===== src/rtl/txws_pkg.sv =====
// constants, types and tables of the transmit character encoder
// Overview of operation
// - upper mode not LOW: encode each input character with 8B/10B coding
// - hand each 10-bit character on, least significant bit sent first
// - two non-overlapping special-code tables map to the same characters
// - two three-level selects choose one of nine transmit modes
// - bypass passes the captured ten bits unchanged to the shifter
// - bypass parity failure sends fixed pattern 1001111000
// - bypass ignores special select; all clocking interprets alike
// - bypass maps data 0..7 to a,b,c,d,e,i,f,g; control to h,j
// - tables ML/HL: data, fill, special, or sync start on 11
// - sync is 16 K28.5; second and third use inverted disparity
// - atomic sync runs all 16 characters, input ignored meanwhile
// - atomic: start seen again at end restarts another sequence
// - atomic: start character parity checked, following 15 are not
// - interruptible: host keeps control 00; anything else ends sync
// - ending an interruptible sequence resets it to its first character
// - interruptible: parity failure ends sync and sends C0.7
// - input register clocks on reference or host clock rising edge
// - parity valid when XOR of selected bits and parity bit is 1
// - parity errors show on the transmit error output
// - parity mode selects data only, data plus control, or off
// - encoded parity failure sends C0.7 of proper disparity
// - tables MM/HM: data, fill, special, select plus bit 0 starts sync
// - tables MH/HH: 00 data, 01 fill, 10 special, 11 sync
package txws_pkg;
   localparam logic [1:0] TRI_L = 2'h0;
   localparam logic [1:0] TRI_M = 2'h1;
   localparam logic [1:0] TRI_H = 2'h2;
   localparam logic [11:0] OFS_CTRL = 12'h000;
   localparam logic [11:0] OFS_STAT = 12'h004;
   localparam logic [11:0] OFS_CHAR = 12'h008;
   localparam int CTL_MLO = 0;
   localparam int CTL_MHI = 2;
   localparam int CTL_PAR = 4;
   localparam int CTL_CKS = 6;
   localparam logic [7:0] CTRL_RST = 8'h00;
   localparam int ST_ERRS = 6;
   localparam int WS_LEN_DEF = 16;
   localparam logic [9:0] K28_5_N = 10'h17C;
   localparam logic [9:0] K28_5_P = 10'h283;
   localparam logic [9:0] C07_P = 10'h079;
   localparam logic [9:0] C07_N = 10'h386;
   localparam logic [7:0] K28_5_BYTE = 8'hBC;
   localparam logic [7:0] KCODE [12] = '{8'h1C, 8'h3C, 8'h5C, 8'h7C,
      8'h9C, 8'hBC, 8'hDC, 8'hFC, 8'hF7, 8'hFB, 8'hFD, 8'hFE};
   typedef enum logic [1:0] {TXWS_DATA, TXWS_FILL, TXWS_SPEC,
      TXWS_SYNC} txws_kind_t;
   typedef enum logic [1:0] {TXWS_A_ENC, TXWS_A_BYP, TXWS_A_VPOS,
      TXWS_A_VIOL} txws_act_t;
endpackage


===== src/rtl/txws_enc.sv =====
// combinational 8B/10B character encoder with running disparity
`timescale 1ns/1ps
module txws_enc (
   input wire logic [7:0] din,
   input wire logic kin,
   input wire logic rd_in,
   output logic [9:0] code,
   output logic rd_out
);
   logic [5:0] s6;
   logic [5:0] o6;
   logic [3:0] s4;
   logic [3:0] o4;
   logic rd1;
   logic a7;
   always_comb begin
      unique case (din[4:0])
         5'h00: s6 = 6'h27;
         5'h01: s6 = 6'h1D;
         5'h02: s6 = 6'h2D;
         5'h03: s6 = 6'h31;
         5'h04: s6 = 6'h35;
         5'h05: s6 = 6'h29;
         5'h06: s6 = 6'h19;
         5'h07: s6 = 6'h38;
         5'h08: s6 = 6'h39;
         5'h09: s6 = 6'h25;
         5'h0A: s6 = 6'h15;
         5'h0B: s6 = 6'h34;
         5'h0C: s6 = 6'h0D;
         5'h0D: s6 = 6'h2C;
         5'h0E: s6 = 6'h1C;
         5'h0F: s6 = 6'h17;
         5'h10: s6 = 6'h1B;
         5'h11: s6 = 6'h23;
         5'h12: s6 = 6'h13;
         5'h13: s6 = 6'h32;
         5'h14: s6 = 6'h0B;
         5'h15: s6 = 6'h2A;
         5'h16: s6 = 6'h1A;
         5'h17: s6 = 6'h3A;
         5'h18: s6 = 6'h33;
         5'h19: s6 = 6'h26;
         5'h1A: s6 = 6'h16;
         5'h1B: s6 = 6'h36;
         5'h1C: s6 = kin ? 6'h0F : 6'h0E;
         5'h1D: s6 = 6'h2E;
         5'h1E: s6 = 6'h1E;
         5'h1F: s6 = 6'h2B;
      endcase
   end
   // balanced D.7 still flips with positive disparity
   assign o6 = (rd_in && ($countones(s6) != 3 || s6 == 6'h38)) ? ~s6 : s6;
   assign rd1 = ($countones(s6) != 3) ? ~rd_in : rd_in;
   // alternate x.7 avoids a run of five
   assign a7 = kin || (!rd1 && (din[4:0] == 5'h11 || din[4:0] == 5'h12 ||
      din[4:0] == 5'h14)) || (rd1 && (din[4:0] == 5'h0B ||
      din[4:0] == 5'h0D || din[4:0] == 5'h0E));
   always_comb begin
      unique case (din[7:5])
         3'h0: s4 = 4'hB;
         3'h1: s4 = kin ? 4'h6 : 4'h9;
         3'h2: s4 = kin ? 4'hA : 4'h5;
         3'h3: s4 = 4'hC;
         3'h4: s4 = 4'hD;
         3'h5: s4 = kin ? 4'h5 : 4'hA;
         3'h6: s4 = kin ? 4'h9 : 4'h6;
         3'h7: s4 = a7 ? 4'h7 : 4'hE;
      endcase
   end
   assign o4 = (rd1 && (kin || $countones(s4) != 2 || din[7:5] == 3'h3))
      ? ~s4 : s4;
   assign rd_out = ($countones(s4) != 2) ? ~rd1 : rd1;
   // bit 0 is a, the first bit out on the line
   assign code = {o4[0], o4[1], o4[2], o4[3],
      o6[0], o6[1], o6[2], o6[3], o6[4], o6[5]};
endmodule


===== src/rtl/txws_encoder_top.sv =====
// transmit character encoder with word sync generation and APB control
`timescale 1ns/1ps
module txws_encoder_top
   import txws_pkg::*;
#(
   parameter int WS_LEN = WS_LEN_DEF
) (
   input wire logic pclk,
   input wire logic presetn,
   input wire logic [11:0] paddr,
   input wire logic psel,
   input wire logic penable,
   input wire logic pwrite,
   input wire logic [31:0] pwdata,
   input wire logic [3:0] pstrb,
   output logic [31:0] prdata,
   output logic pready,
   output logic pslverr,
   input wire logic reference_clock,
   input wire logic host_tx_clock,
   input wire logic [7:0] tx_data,
   input wire logic [1:0] tx_char_control,
   input wire logic special_char_select,
   input wire logic tx_odd_parity_bit,
   output logic [9:0] tx_char,
   output logic tx_char_valid,
   output logic tx_error_flag
);
   if (WS_LEN < 4 || WS_LEN > 16) begin : g_chk
      $error("WS_LEN must lie in 4..16");
   end

   localparam logic [3:0] WS_LAST = 4'(WS_LEN - 1);

   logic [7:0] ctrl;
   logic [3:0] tx_mode_select;
   logic [1:0] parity_check_mode;
   logic [1:0] tx_clock_source_select;
   logic ref_q;
   logic htx_q;
   logic strobe;
   logic [7:0] in_d;
   logic [1:0] in_ct;
   logic in_sc;
   logic in_op;
   logic cap_valid;
   logic rd;
   logic [3:0] ws_cnt;
   logic err_seen;
   logic bypass;
   logic atomic;
   logic intr;
   logic ws_busy;
   logic par_fail;
   logic use_ct;
   txws_kind_t kind;
   txws_act_t act;
   logic [7:0] enc_d;
   logic enc_k;
   logic enc_rd;
   logic [9:0] enc_code;
   logic enc_rdo;
   logic [3:0] next_cnt;
   logic next_err;
   logic [9:0] next_char;
   logic next_rd;
   logic acc;
   logic wr;
   logic hit_ctrl;
   logic hit_stat;
   logic hit_char;
   logic mode_chg;

   assign tx_mode_select = ctrl[CTL_MHI+1:CTL_MLO];
   assign parity_check_mode = ctrl[CTL_PAR+1:CTL_PAR];
   assign tx_clock_source_select = ctrl[CTL_CKS+1:CTL_CKS];

   // upper select: low bypass, mid atomic, high interruptible
   assign bypass = tx_mode_select[3:2] == TRI_L;
   assign atomic = tx_mode_select[3:2] == TRI_M;
   assign intr = tx_mode_select[3];
   assign ws_busy = ws_cnt != 4'h0;

   assign acc = psel && penable;
   assign pready = 1'b1;
   assign wr = acc && pwrite;
   assign hit_ctrl = paddr == OFS_CTRL;
   assign hit_stat = paddr == OFS_STAT;
   assign hit_char = paddr == OFS_CHAR;
   assign pslverr = acc && !(hit_ctrl || hit_stat || hit_char);
   assign mode_chg = wr && hit_ctrl && pstrb[0] &&
      pwdata[CTL_MHI+1:CTL_MLO] != tx_mode_select;

   always_ff @(posedge pclk or negedge presetn) begin
      if (!presetn) begin
         ctrl <= CTRL_RST;
      end else if (wr && hit_ctrl && pstrb[0]) begin
         ctrl <= pwdata[7:0];
      end
   end

   // read data is set up in the setup phase and held for the access
   always_ff @(posedge pclk or negedge presetn) begin
      if (!presetn) begin
         prdata <= 32'h0000_0000;
      end else if (psel && !penable && !pwrite) begin
         if (hit_ctrl) begin
            prdata <= {24'h00_0000, ctrl};
         end else if (hit_stat) begin
            prdata <= {24'h00_0000, tx_error_flag, err_seen, ws_cnt,
               ws_busy, rd};
         end else if (hit_char) begin
            prdata <= {22'h00_0000, tx_char};
         end else begin
            prdata <= 32'h0000_0000;
         end
      end
   end

   // sticky error, write one to clear; a new error wins over the clear
   always_ff @(posedge pclk or negedge presetn) begin
      if (!presetn) begin
         err_seen <= 1'b0;
      end else if (cap_valid && next_err) begin
         err_seen <= 1'b1;
      end else if (wr && hit_stat && pstrb[0] && pwdata[ST_ERRS]) begin
         err_seen <= 1'b0;
      end
   end

   always_ff @(posedge pclk or negedge presetn) begin
      if (!presetn) begin
         ref_q <= 1'b0;
         htx_q <= 1'b0;
      end else begin
         ref_q <= reference_clock;
         htx_q <= host_tx_clock;
      end
   end

   assign strobe = (tx_clock_source_select == TRI_L)
      ? (reference_clock && !ref_q)
      : (host_tx_clock && !htx_q);

   always_ff @(posedge pclk or negedge presetn) begin
      if (!presetn) begin
         in_d <= 8'h00;
         in_ct <= 2'h0;
         in_sc <= 1'b0;
         in_op <= 1'b0;
      end else if (strobe) begin
         in_d <= tx_data;
         in_ct <= tx_char_control;
         in_sc <= special_char_select;
         in_op <= tx_odd_parity_bit;
      end
   end

   always_ff @(posedge pclk or negedge presetn) begin
      if (!presetn) begin
         cap_valid <= 1'b0;
      end else begin
         cap_valid <= strobe;
      end
   end

   assign use_ct = parity_check_mode[1] ||
      (parity_check_mode == TRI_M && bypass);
   assign par_fail = (parity_check_mode != TRI_L) &&
      !(use_ct ? ^{in_d, in_ct, in_op} : ^{in_d, in_op});

   always_comb begin
      kind = TXWS_DATA;
      unique case (tx_mode_select[1:0])
         TRI_L: begin
            if (in_ct == 2'h3) begin
               kind = TXWS_SYNC;
            end else if (in_ct == 2'h1) begin
               kind = in_sc ? TXWS_SPEC : TXWS_FILL;
            end
         end
         TRI_M: begin
            if (in_ct[0] && in_sc) begin
               kind = TXWS_SYNC;
            end else if (in_ct[0]) begin
               kind = in_ct[1] ? TXWS_SPEC : TXWS_FILL;
            end
         end
         default: begin
            unique case (in_ct)
               2'h0: kind = TXWS_DATA;
               2'h1: kind = TXWS_FILL;
               2'h2: kind = TXWS_SPEC;
               2'h3: kind = TXWS_SYNC;
            endcase
         end
      endcase
   end

   // two input tables, each reaching the same special characters
   function automatic logic [7:0] spec_map(input logic tb,
      input logic [7:0] d);
      logic [3:0] idx;
      idx = tb ? d[7:4] : d[3:0];
      if (idx < 4'hC) begin
         spec_map = KCODE[idx];
      end else begin
         spec_map = K28_5_BYTE;
      end
   endfunction

   always_comb begin
      act = TXWS_A_ENC;
      enc_d = in_d;
      enc_k = 1'b0;
      enc_rd = rd;
      next_cnt = ws_cnt;
      next_err = 1'b0;
      if (bypass) begin
         // special select plays no role here; control goes out as the top two bits
         act = par_fail ? TXWS_A_VPOS : TXWS_A_BYP;
         next_err = par_fail;
         next_cnt = 4'h0;
      end else if (atomic && ws_busy) begin
         // input and its parity are ignored mid-sequence
         enc_d = K28_5_BYTE;
         enc_k = 1'b1;
         enc_rd = (ws_cnt == 4'h1 || ws_cnt == 4'h2) ? !rd : rd;
         next_cnt = (ws_cnt == WS_LAST) ? 4'h0 : ws_cnt + 4'h1;
      end else if (par_fail) begin
         act = TXWS_A_VIOL;
         next_err = 1'b1;
         next_cnt = 4'h0;
      end else if (intr && ws_busy && in_ct == 2'h0) begin
         enc_d = K28_5_BYTE;
         enc_k = 1'b1;
         enc_rd = (ws_cnt == 4'h1 || ws_cnt == 4'h2) ? !rd : rd;
         next_cnt = (ws_cnt == WS_LAST) ? 4'h0 : ws_cnt + 4'h1;
      end else begin
         // any other character ends a running sequence
         next_cnt = 4'h0;
         unique case (kind)
            TXWS_DATA: enc_k = 1'b0;
            TXWS_FILL: begin
               enc_d = K28_5_BYTE;
               enc_k = 1'b1;
            end
            TXWS_SPEC: begin
               enc_d = spec_map(tx_mode_select[1:0] != TRI_L, in_d);
               enc_k = 1'b1;
            end
            TXWS_SYNC: begin
               // first character uses the running disparity as is
               enc_d = K28_5_BYTE;
               enc_k = 1'b1;
               next_cnt = 4'h1;
            end
         endcase
      end
   end

   txws_enc u_enc (
      .din(enc_d),
      .kin(enc_k),
      .rd_in(enc_rd),
      .code(enc_code),
      .rd_out(enc_rdo)
   );

   always_comb begin
      next_char = enc_code;
      next_rd = enc_rdo;
      unique case (act)
         TXWS_A_ENC: next_char = enc_code;
         TXWS_A_BYP: begin
            next_char = {in_ct, in_d};
            next_rd = rd;
         end
         TXWS_A_VPOS: begin
            next_char = C07_P;
            next_rd = rd;
         end
         TXWS_A_VIOL: begin
            next_char = rd ? C07_N : C07_P;
            next_rd = rd;
         end
      endcase
   end

   always_ff @(posedge pclk or negedge presetn) begin
      if (!presetn) begin
         tx_char <= 10'h000;
         tx_error_flag <= 1'b0;
      end else if (cap_valid) begin
         tx_char <= next_char;
         tx_error_flag <= next_err;
      end
   end

   always_ff @(posedge pclk or negedge presetn) begin
      if (!presetn) begin
         tx_char_valid <= 1'b0;
      end else begin
         tx_char_valid <= cap_valid;
      end
   end

   always_ff @(posedge pclk or negedge presetn) begin
      if (!presetn) begin
         rd <= 1'b0;
      end else if (cap_valid) begin
         rd <= next_rd;
      end
   end

   always_ff @(posedge pclk or negedge presetn) begin
      if (!presetn) begin
         ws_cnt <= 4'h0;
      end else if (mode_chg) begin
         ws_cnt <= 4'h0;
      end else if (cap_valid) begin
         ws_cnt <= next_cnt;
      end
   end
endmodule


===== config.mk =====
export PLATFORM = sky130hd
export DESIGN_NAME = txws_encoder_top
export DESIGN_NICKNAME = d
export VERILOG_FILES = /design/src/rtl/txws_pkg.sv /design/src/rtl/txws_enc.sv /design/src/rtl/txws_encoder_top.sv
export SDC_FILE = /design/constraint.sdc
export NUM_CORES = 1
export LEC_CHECK = 0
export ABC_AREA = 1
export ABC_CLOCK_PERIOD_IN_PS = 7490
export BUFFER_PORTS_ARGS = -buffer_cell sky130_fd_sc_hd__buf_2
export CORE_MARGIN = 10
export CORE_UTILIZATION = 50
export DETAILED_ROUTE_END_ITERATION = 7
export GPL_ROUTABILITY_DRIVEN = 1
export MAX_ROUTING_LAYER = met4
export PLACE_DENSITY = 0.8
export REMOVE_ABC_BUFFERS = 1
export SYNTH_ARGS = -nofsm -noshare
export SYNTH_HDL_FRONTEND = slang
export SYNTH_SLANG_ARGS = --single-unit

===== constraint.sdc =====
create_clock -name pclk -period 7.49 [get_ports pclk]
set_input_delay 0.749 -clock pclk [delete_from_list [all_inputs] [get_ports pclk]]
set_output_delay 0.749 -clock pclk [all_outputs]
set_load 0.02 [all_outputs]

Word-level counts from Yosys, hierarchy flattened. Memory sizes are Yosys's and may differ from the RTL's. Index checks and enable logic that the tools add are counted. Widths: inputs -> output; s select.

Register bits: 73. ROM bits: 128. Output and inout bits: 46. Memories: 1.

Add/subtract/negate cells: 9. Magnitude comparators: 2. Equal/unequal tests: 59. Muxes and demuxes: 63. Bitwise logic cells: 6. Reductions and logical operators: 65.

Memories: (no name shown) (words 16, width 8, read ports 1, clocked after memory_dff 0, wr ports 0, line txws_encoder_top.sv:206) `spec_map = KCODE[idx];`.

Operators with widths (count): $pmux 6 s32 (1); $add 32x32->32 (3); $eq 5x5->1 const B (16); $mux 32 (2); $ne 32x3->1 const B (2); $mux 4 (14); $mux 8 (7); $eq 5x4->1 const B (8); $pmux 10 s4 (1); $pmux 4 s8 (1); $logic_and 1x1->1 (24); $eq 5x3->1 const B (4); $mux 1 (20); $mux 10 (2); $mux 2 (10); $pmux 8 s2 (1); $logic_or 1x1->1 (13); $eq 12x3->1 const B (1); $eq 12x4->1 const B (1); $eq 2x1->1 const B (6); $eq 2x2->1 const B (6); $eq 3x3->1 const B (4); $logic_not 12->1 (1); $logic_not 2->1 (6); 31 further kinds (50).

Longest topological paths before layout.
Depth in word-level cells: 33. Gate-level depth with buffers: 50.

By module. Synthesis repeated with hierarchy kept, for this count alone.

Cell total of the unflattened synthesis: 705. Area total of the unflattened synthesis: 4513.1 sq um.

Modules (own cells, without submodules): txws_encoder_top (times used 1, cells each 514, area an instance 3535.9 sq um, sequential area each 1276.2 sq um); txws_enc (times used 1, cells each 191, area an instance 977.2 sq um, sequential area each 0.0 sq um).

Least setup slack after synthesis. No wires, ideal clock.

Kind: register -> register. Start: reg in_d[5]. End: reg tx_char[7]. Data arrival time: 5778 ps. Path slack: 1625 ps. Stages on the path, launching flop included: 46. Buffers on the path: 3. Period minus slack after synthesis: 5865 ps. Path through: dfrtp_1 inv_2 nand2_1 nand2_1 nand2_1 nand2_1 inv_1 nand2_1 nand2_1 nand2_1 nand2_1 nand2_2 nand3_4 buf_6 nand3_2 nand3_2 inv_2 buf_6 (+10 left out) inv_1 nand2_1 nand3_1 nand2_1 nand2_1 ha_1 ha_1 fa_1 inv_1 nor3_1 inv_1 nor2_1 nand2_1 nand2_1 inv_1 a21boi_1 o21ai_0 a22oi_1.

Word-level cells in the longest chain between the ends: 32. Elaborated cells on any way between the ends: 106. Those cells by class: add/sub: 8; order compare: 1; eq/ne: 43; mux: 31; bitwise: 3; reduce/logical: 19; memory: 1.

RTL lines: from (decl) (line txws_encoder_top.sv:42) `logic [7:0] in_d;`; from (signal assigned) (line txws_encoder_top.sv:152) `in_d <= tx_data;`; $mux 4 (line txws_encoder_top.sv:204) `idx = tb ? d[7:4] : d[3:0];`; $not 4->5 (implied by the code) (line txws_encoder_top.sv:206); $mem_v2 16x8; $mux 8 (implied by the code) (2 in a row) (line txws_encoder_top.sv:206); $mux 8 (line txws_encoder_top.sv:205) `if (idx < 4'hC) begin`; $pmux 8 s2 (line txws_encoder_top.sv:242) `unique case (kind)`; $mux 8 (line txws_encoder_top.sv:234) `end else if (intr && ws_busy && in_ct == 2'h0) begin`; $mux 8 (line txws_encoder_top.sv:230) `end else if (par_fail) begin`; (+14 left out); $pmux 4 s8 (line txws_enc.sv:60) `unique case (din[7:5])`; $add 1x1->2 (implied by the code) (line txws_enc.sv:71) `assign o4 = (rd1 && (kin || $countones(s4) != 2 || din[7:5] == 3'h3))`; $add 32x32->32 (implied by the code) (line txws_enc.sv:71); $ne 32x3->1 (line txws_enc.sv:71); $logic_or 1x1->1 (2 in a row) (line txws_enc.sv:71); $logic_and 1x1->1 (line txws_enc.sv:71); $mux 4 (line txws_enc.sv:72) `? ~s4 : s4;`; $pmux 10 s4 * (line txws_encoder_top.sv:273) `unique case (act)`; to (signal assigned) (line txws_encoder_top.sv:295) `tx_char <= next_char;`; to (decl) (line txws_encoder_top.sv:25) `output logic [9:0] tx_char,`.

Every way passes the cells marked *; elsewhere a longest branch is shown, timed or not. The select of a mux whose other input is x is not followed. A chain may end at the register's enable or synchronous reset.

Final worst setup path. Ends and elaborated chain as after synthesis.

==> impl_metrics.py <==
metrics = {
    "place": {
        "gp_congestion": 0.956,
        "dpl_worst_slack_ps": 515,
        "detailed_place_hpwl_mm": 10.2,
        "io_buffers": 62,
        "dp_cells": 839,
        "placed_area_um2": 4780,
    },
    "yosys": {
        "synth_edf_count": 0,
        "netlist_area_um2": 4500,
        "synthFlopType": "dfrtp_1",
        "synth_area_leaders": "dfrtp_1 28%, nand2_1 17%, inv_1 6.5%, o21ai_0 5.1%, nand3_1 4.7%",
        "yosysTopAreaCellShare_pct": 28.4,
        "ys_seq_area_share_pct": 28.4,
        "synth-async-reset-ratio_pct": 100,
        "netlist_instances": 682,
        "synth_cell_types": 48,
        "ys_ff_latch": 51,
        "syn_area_per_cell_um2": 6.60,
        "ys_warn_count": 0,
        "yosysTopAreaCell": "dfrtp_1",
    },
    "drt": {
        "postRouteAntennaNets": 0,
        "firstDrtPassIters": 5,
        "avgViaCountPerCell": 5.45,
        "detail_route.iter0.violations": 389,
        "drc": 0,
        "vias": 4631,
        "wirelength_mm": 12.8,
        "wire_per_inst_um": 15.1,
    },
    "global_routing": {
        "grt-ovfl-total": 0,
        "grt_pass1_vias": 4323,
        "antenna_found_initial": 0,
        "grt_use_total_pct": 19.3,
        "grt_max_degree": 52,
        "grt_pass1_wl_mm": 20.8,
    },
    "timing": {
        "drv_slew": 0,
        "hold_violations": 0,
        "setup_tns_ps": 0,
        "slew_headroom_pct": 24.0,
        "fin_skew_ps": 11.5,
        "fmax_ghz": 0.146,
        "tightestPinTransition_ps": 1140,
        "min_period_over_period_pct": 91.2,
        "setup_viol": 0,
        "period_needed_ps": 6830,
        "fin_ws_ps": 656,
    },
    "die": {
        "die_h_um": 115,
        "die_w_um": 115,
        "die_area_um2": 13200,
        "pin_count": 113,
        "design.core.area_um2": 8720,
        "num_rows": 34,
        "initial_core_util_pct": 51.6,
    },
    "finish": {
        "fin_cells": 850,
        "insertedDiodeCount": 0,
        "area_growth_pct": 10.0,
        "final_nets": 825,
        "fin_util_pct": 56.8,
        "fin_area_um2": 4950,
        "drive_gt1_share_pct": 17.8,
    },
    "power_and_ir_drop": {
        "power_leakage_nw": 2.61,
        "peakVddDrop_v": 0.0000824,
        "power_density_nw_per_um2": 200,
    },
    "critical_path": {
        "worst-endpoint-required_ps": 7720,
        "reg2reg_from": "in_d[5]",
        "crit_arrival_ps": 7070,
        "path_delay_family": "simple AND/OR/NAND/NOR gates",
        "critPathLaunchType": "register",
        "crit_type": "reg -> reg",
        "cpMostUsedCell": "nand2_1",
        "r2r_slack_ps": 660,
        "cp-startpoint": "in_d[5]",
        "cp-end-kind": "register",
        "worst_path_max_delay_cell": "fa_1",
        "slowest_delay_ps": 540,
        "path_buf_inv": 10,
        "cp_max_fo": 14,
    },
    "run": {
        "maxCapViolCount": 0,
    },
    "cts": {
        "clockBufferDepth": 2,
        "cts-root-buf": "clkbuf_8",
        "h-tree-depth": 2,
        "clk_latency_ps": 310,
        "cts_tree": "built",
        "clkTransAtPathRegs_ps": 100,
        "ctsHoldBuffers": 0,
        "cts_made_buffers": 5,
        "clkSinkCount": 51,
    },
    "worst_hold_path": {
        "hp-start": "prdata[6]",
        "hp-class": "reg -> reg",
    },
    "run_status": {
        "status": "complete, no violations",
    },
}
worst register-to-register path: cells and delay by family, from the launching register on:
kind / cells / cell delay (ps)
AO/OA/AOI/OAI: 4 / 570
flip-flops: 1 / 460
AND/OR/NAND/NOR: 25 / 2810
adder cells (fa/ha/maj): 6 / 1970
buffers and inverters: 10 / 800
XOR/XNOR: 1 / 190
state kept, by name, summed over array words and instances, names as in the netlist:
register / flops
prdata: 10
in_d: 8
htx_q: 1
cap_valid: 1
tx_error_flag: 1
rd: 1
in_sc: 1
tx_char: 10
ref_q: 1
ctrl: 8
in_ct: 2
in_op: 1
tx_char_valid: 1
err_seen: 1
ws_cnt: 4
placed cells by master, fill, tap and decap left out, types with 5 or more instances in the layout:
cell type and count:
inv_1 78, nand3_2 9, nand2_2 8, nand2_1 208, o21ai_0 46, nor3_1 8, conb_1 23, a21oi_1 20
o211ai_1 9, nand3_1 42, clkbuf_8 5, o22ai_1 13, nand4_1 17, ha_1 13, buf_4 6, inv_2 16
nor2_1 49, dfrtp_1 50, nor2_2 5, buf_2 62, xor2_1 5, o21ai_1 7
through the flow:
stage	hold slack, ps	power, W
6_report	486	0.000989
3_5_place_dp	468	0.000759
4_1_cts	492	0.000950
3_3_place_gp	463	0.000741
2_1_floorplan	453	0.000649
5_1_grt	525	0.00107
layer usage:
layer / vias up / part of all wire, % / global-route usage [%] / routed length (um)
li1: 2296 / - / - / -
met1: 2124 / 42 / 22.7 / 5410
met2: 187 / 48 / 32.7 / 6140
met3: 24 / 7.8 / 3.23 / 1000
met4: 0 / 2.1 / 6.19 / 272
met5: - / 0 / - / 0
path summary, 6_finish.rpt:
check / to / depth (start not counted)
max in group asynchronous: in_d[1] / 1
hold reg to reg: prdata[6] / 2
setup reg to reg: tx_char[7] / 46
setup / recovery: tx_char[7] / 46
min in group asynchronous: ref_q / 1
hold / removal: prdata[6] / 2
layout make-up:
| type | count | area, um^2 |
|---|---|---|
| Fill cell | 814 | 3770 |
| Multi-Input combinational cell | 521 | 2710 |
| Sequential cell | 51 | 1280 |
| Inverter | 95 | 362 |
| Timing Repair Buffer | 68 | 355 |
| Tap cell | 108 | 135 |
| Clock buffer | 5 | 68.8 |
| Clock inverter | 2 | 37.5 |
kinds of logic after synthesis:
| group | count (synthesis) | share of synthesized area [%] |
|---|---|---|
| compound gates | 111 | 14.7 |
| fa+ha+maj | 16 | 4.95 |
| mux | 1 | 0.250 |
| simple gates | 360 | 35.9 |
| xor+xnor | 10 | 2.11 |
| other cells | 2 | 0.167 |
| flops | 51 | 28.4 |
| buf+inv | 131 | 13.6 |
what timing repair did:
action	4_1_cts	5_1_grt
endpoints found under the setup margin	0	4
setup buffers	0	4
resized for setup	0	9
endpoints found under the hold margin	0	0
synthesized netlist by cell type (2+ instances only):
cell / instances
nand2_1: 208
inv_1: 78
dfrtp_1: 51
nor2_1: 50
o21ai_0: 46
nand3_1: 42
buf_4: 25
a21oi_1: 20
inv_2: 17
nand4_1: 17
ha_1: 13
o22ai_1: 13
nand2_2: 9
nand3_2: 9
o211ai_1: 9
nor3_1: 8
o21ai_1: 7
clkbuf_1: 6
nor2_2: 5
xor2_1: 5
xnor2_1: 4
buf_6: 3
fa_1: 3
a211oi_1: 2
a21boi_1: 2
buf_2: 2
conb_1: 2
nand2_4: 2
nand3_4: 2
nor4_1: 2
o2111ai_1: 2
or2_2: 2
where the power goes:
| group | switching, W | total (W) | internal, W |
|---|---|---|---|
| sequential | 0.0000237 | 0.000317 | 0.000293 |
| combinational | 0.000306 | 0.000479 | 0.000173 |
| clock | 0.0000955 | 0.000193 | 0.0000978 |
| total | 0.000425 | 0.000989 | 0.000564 |
No activity file was read; power rests on OpenSTA's default activity.
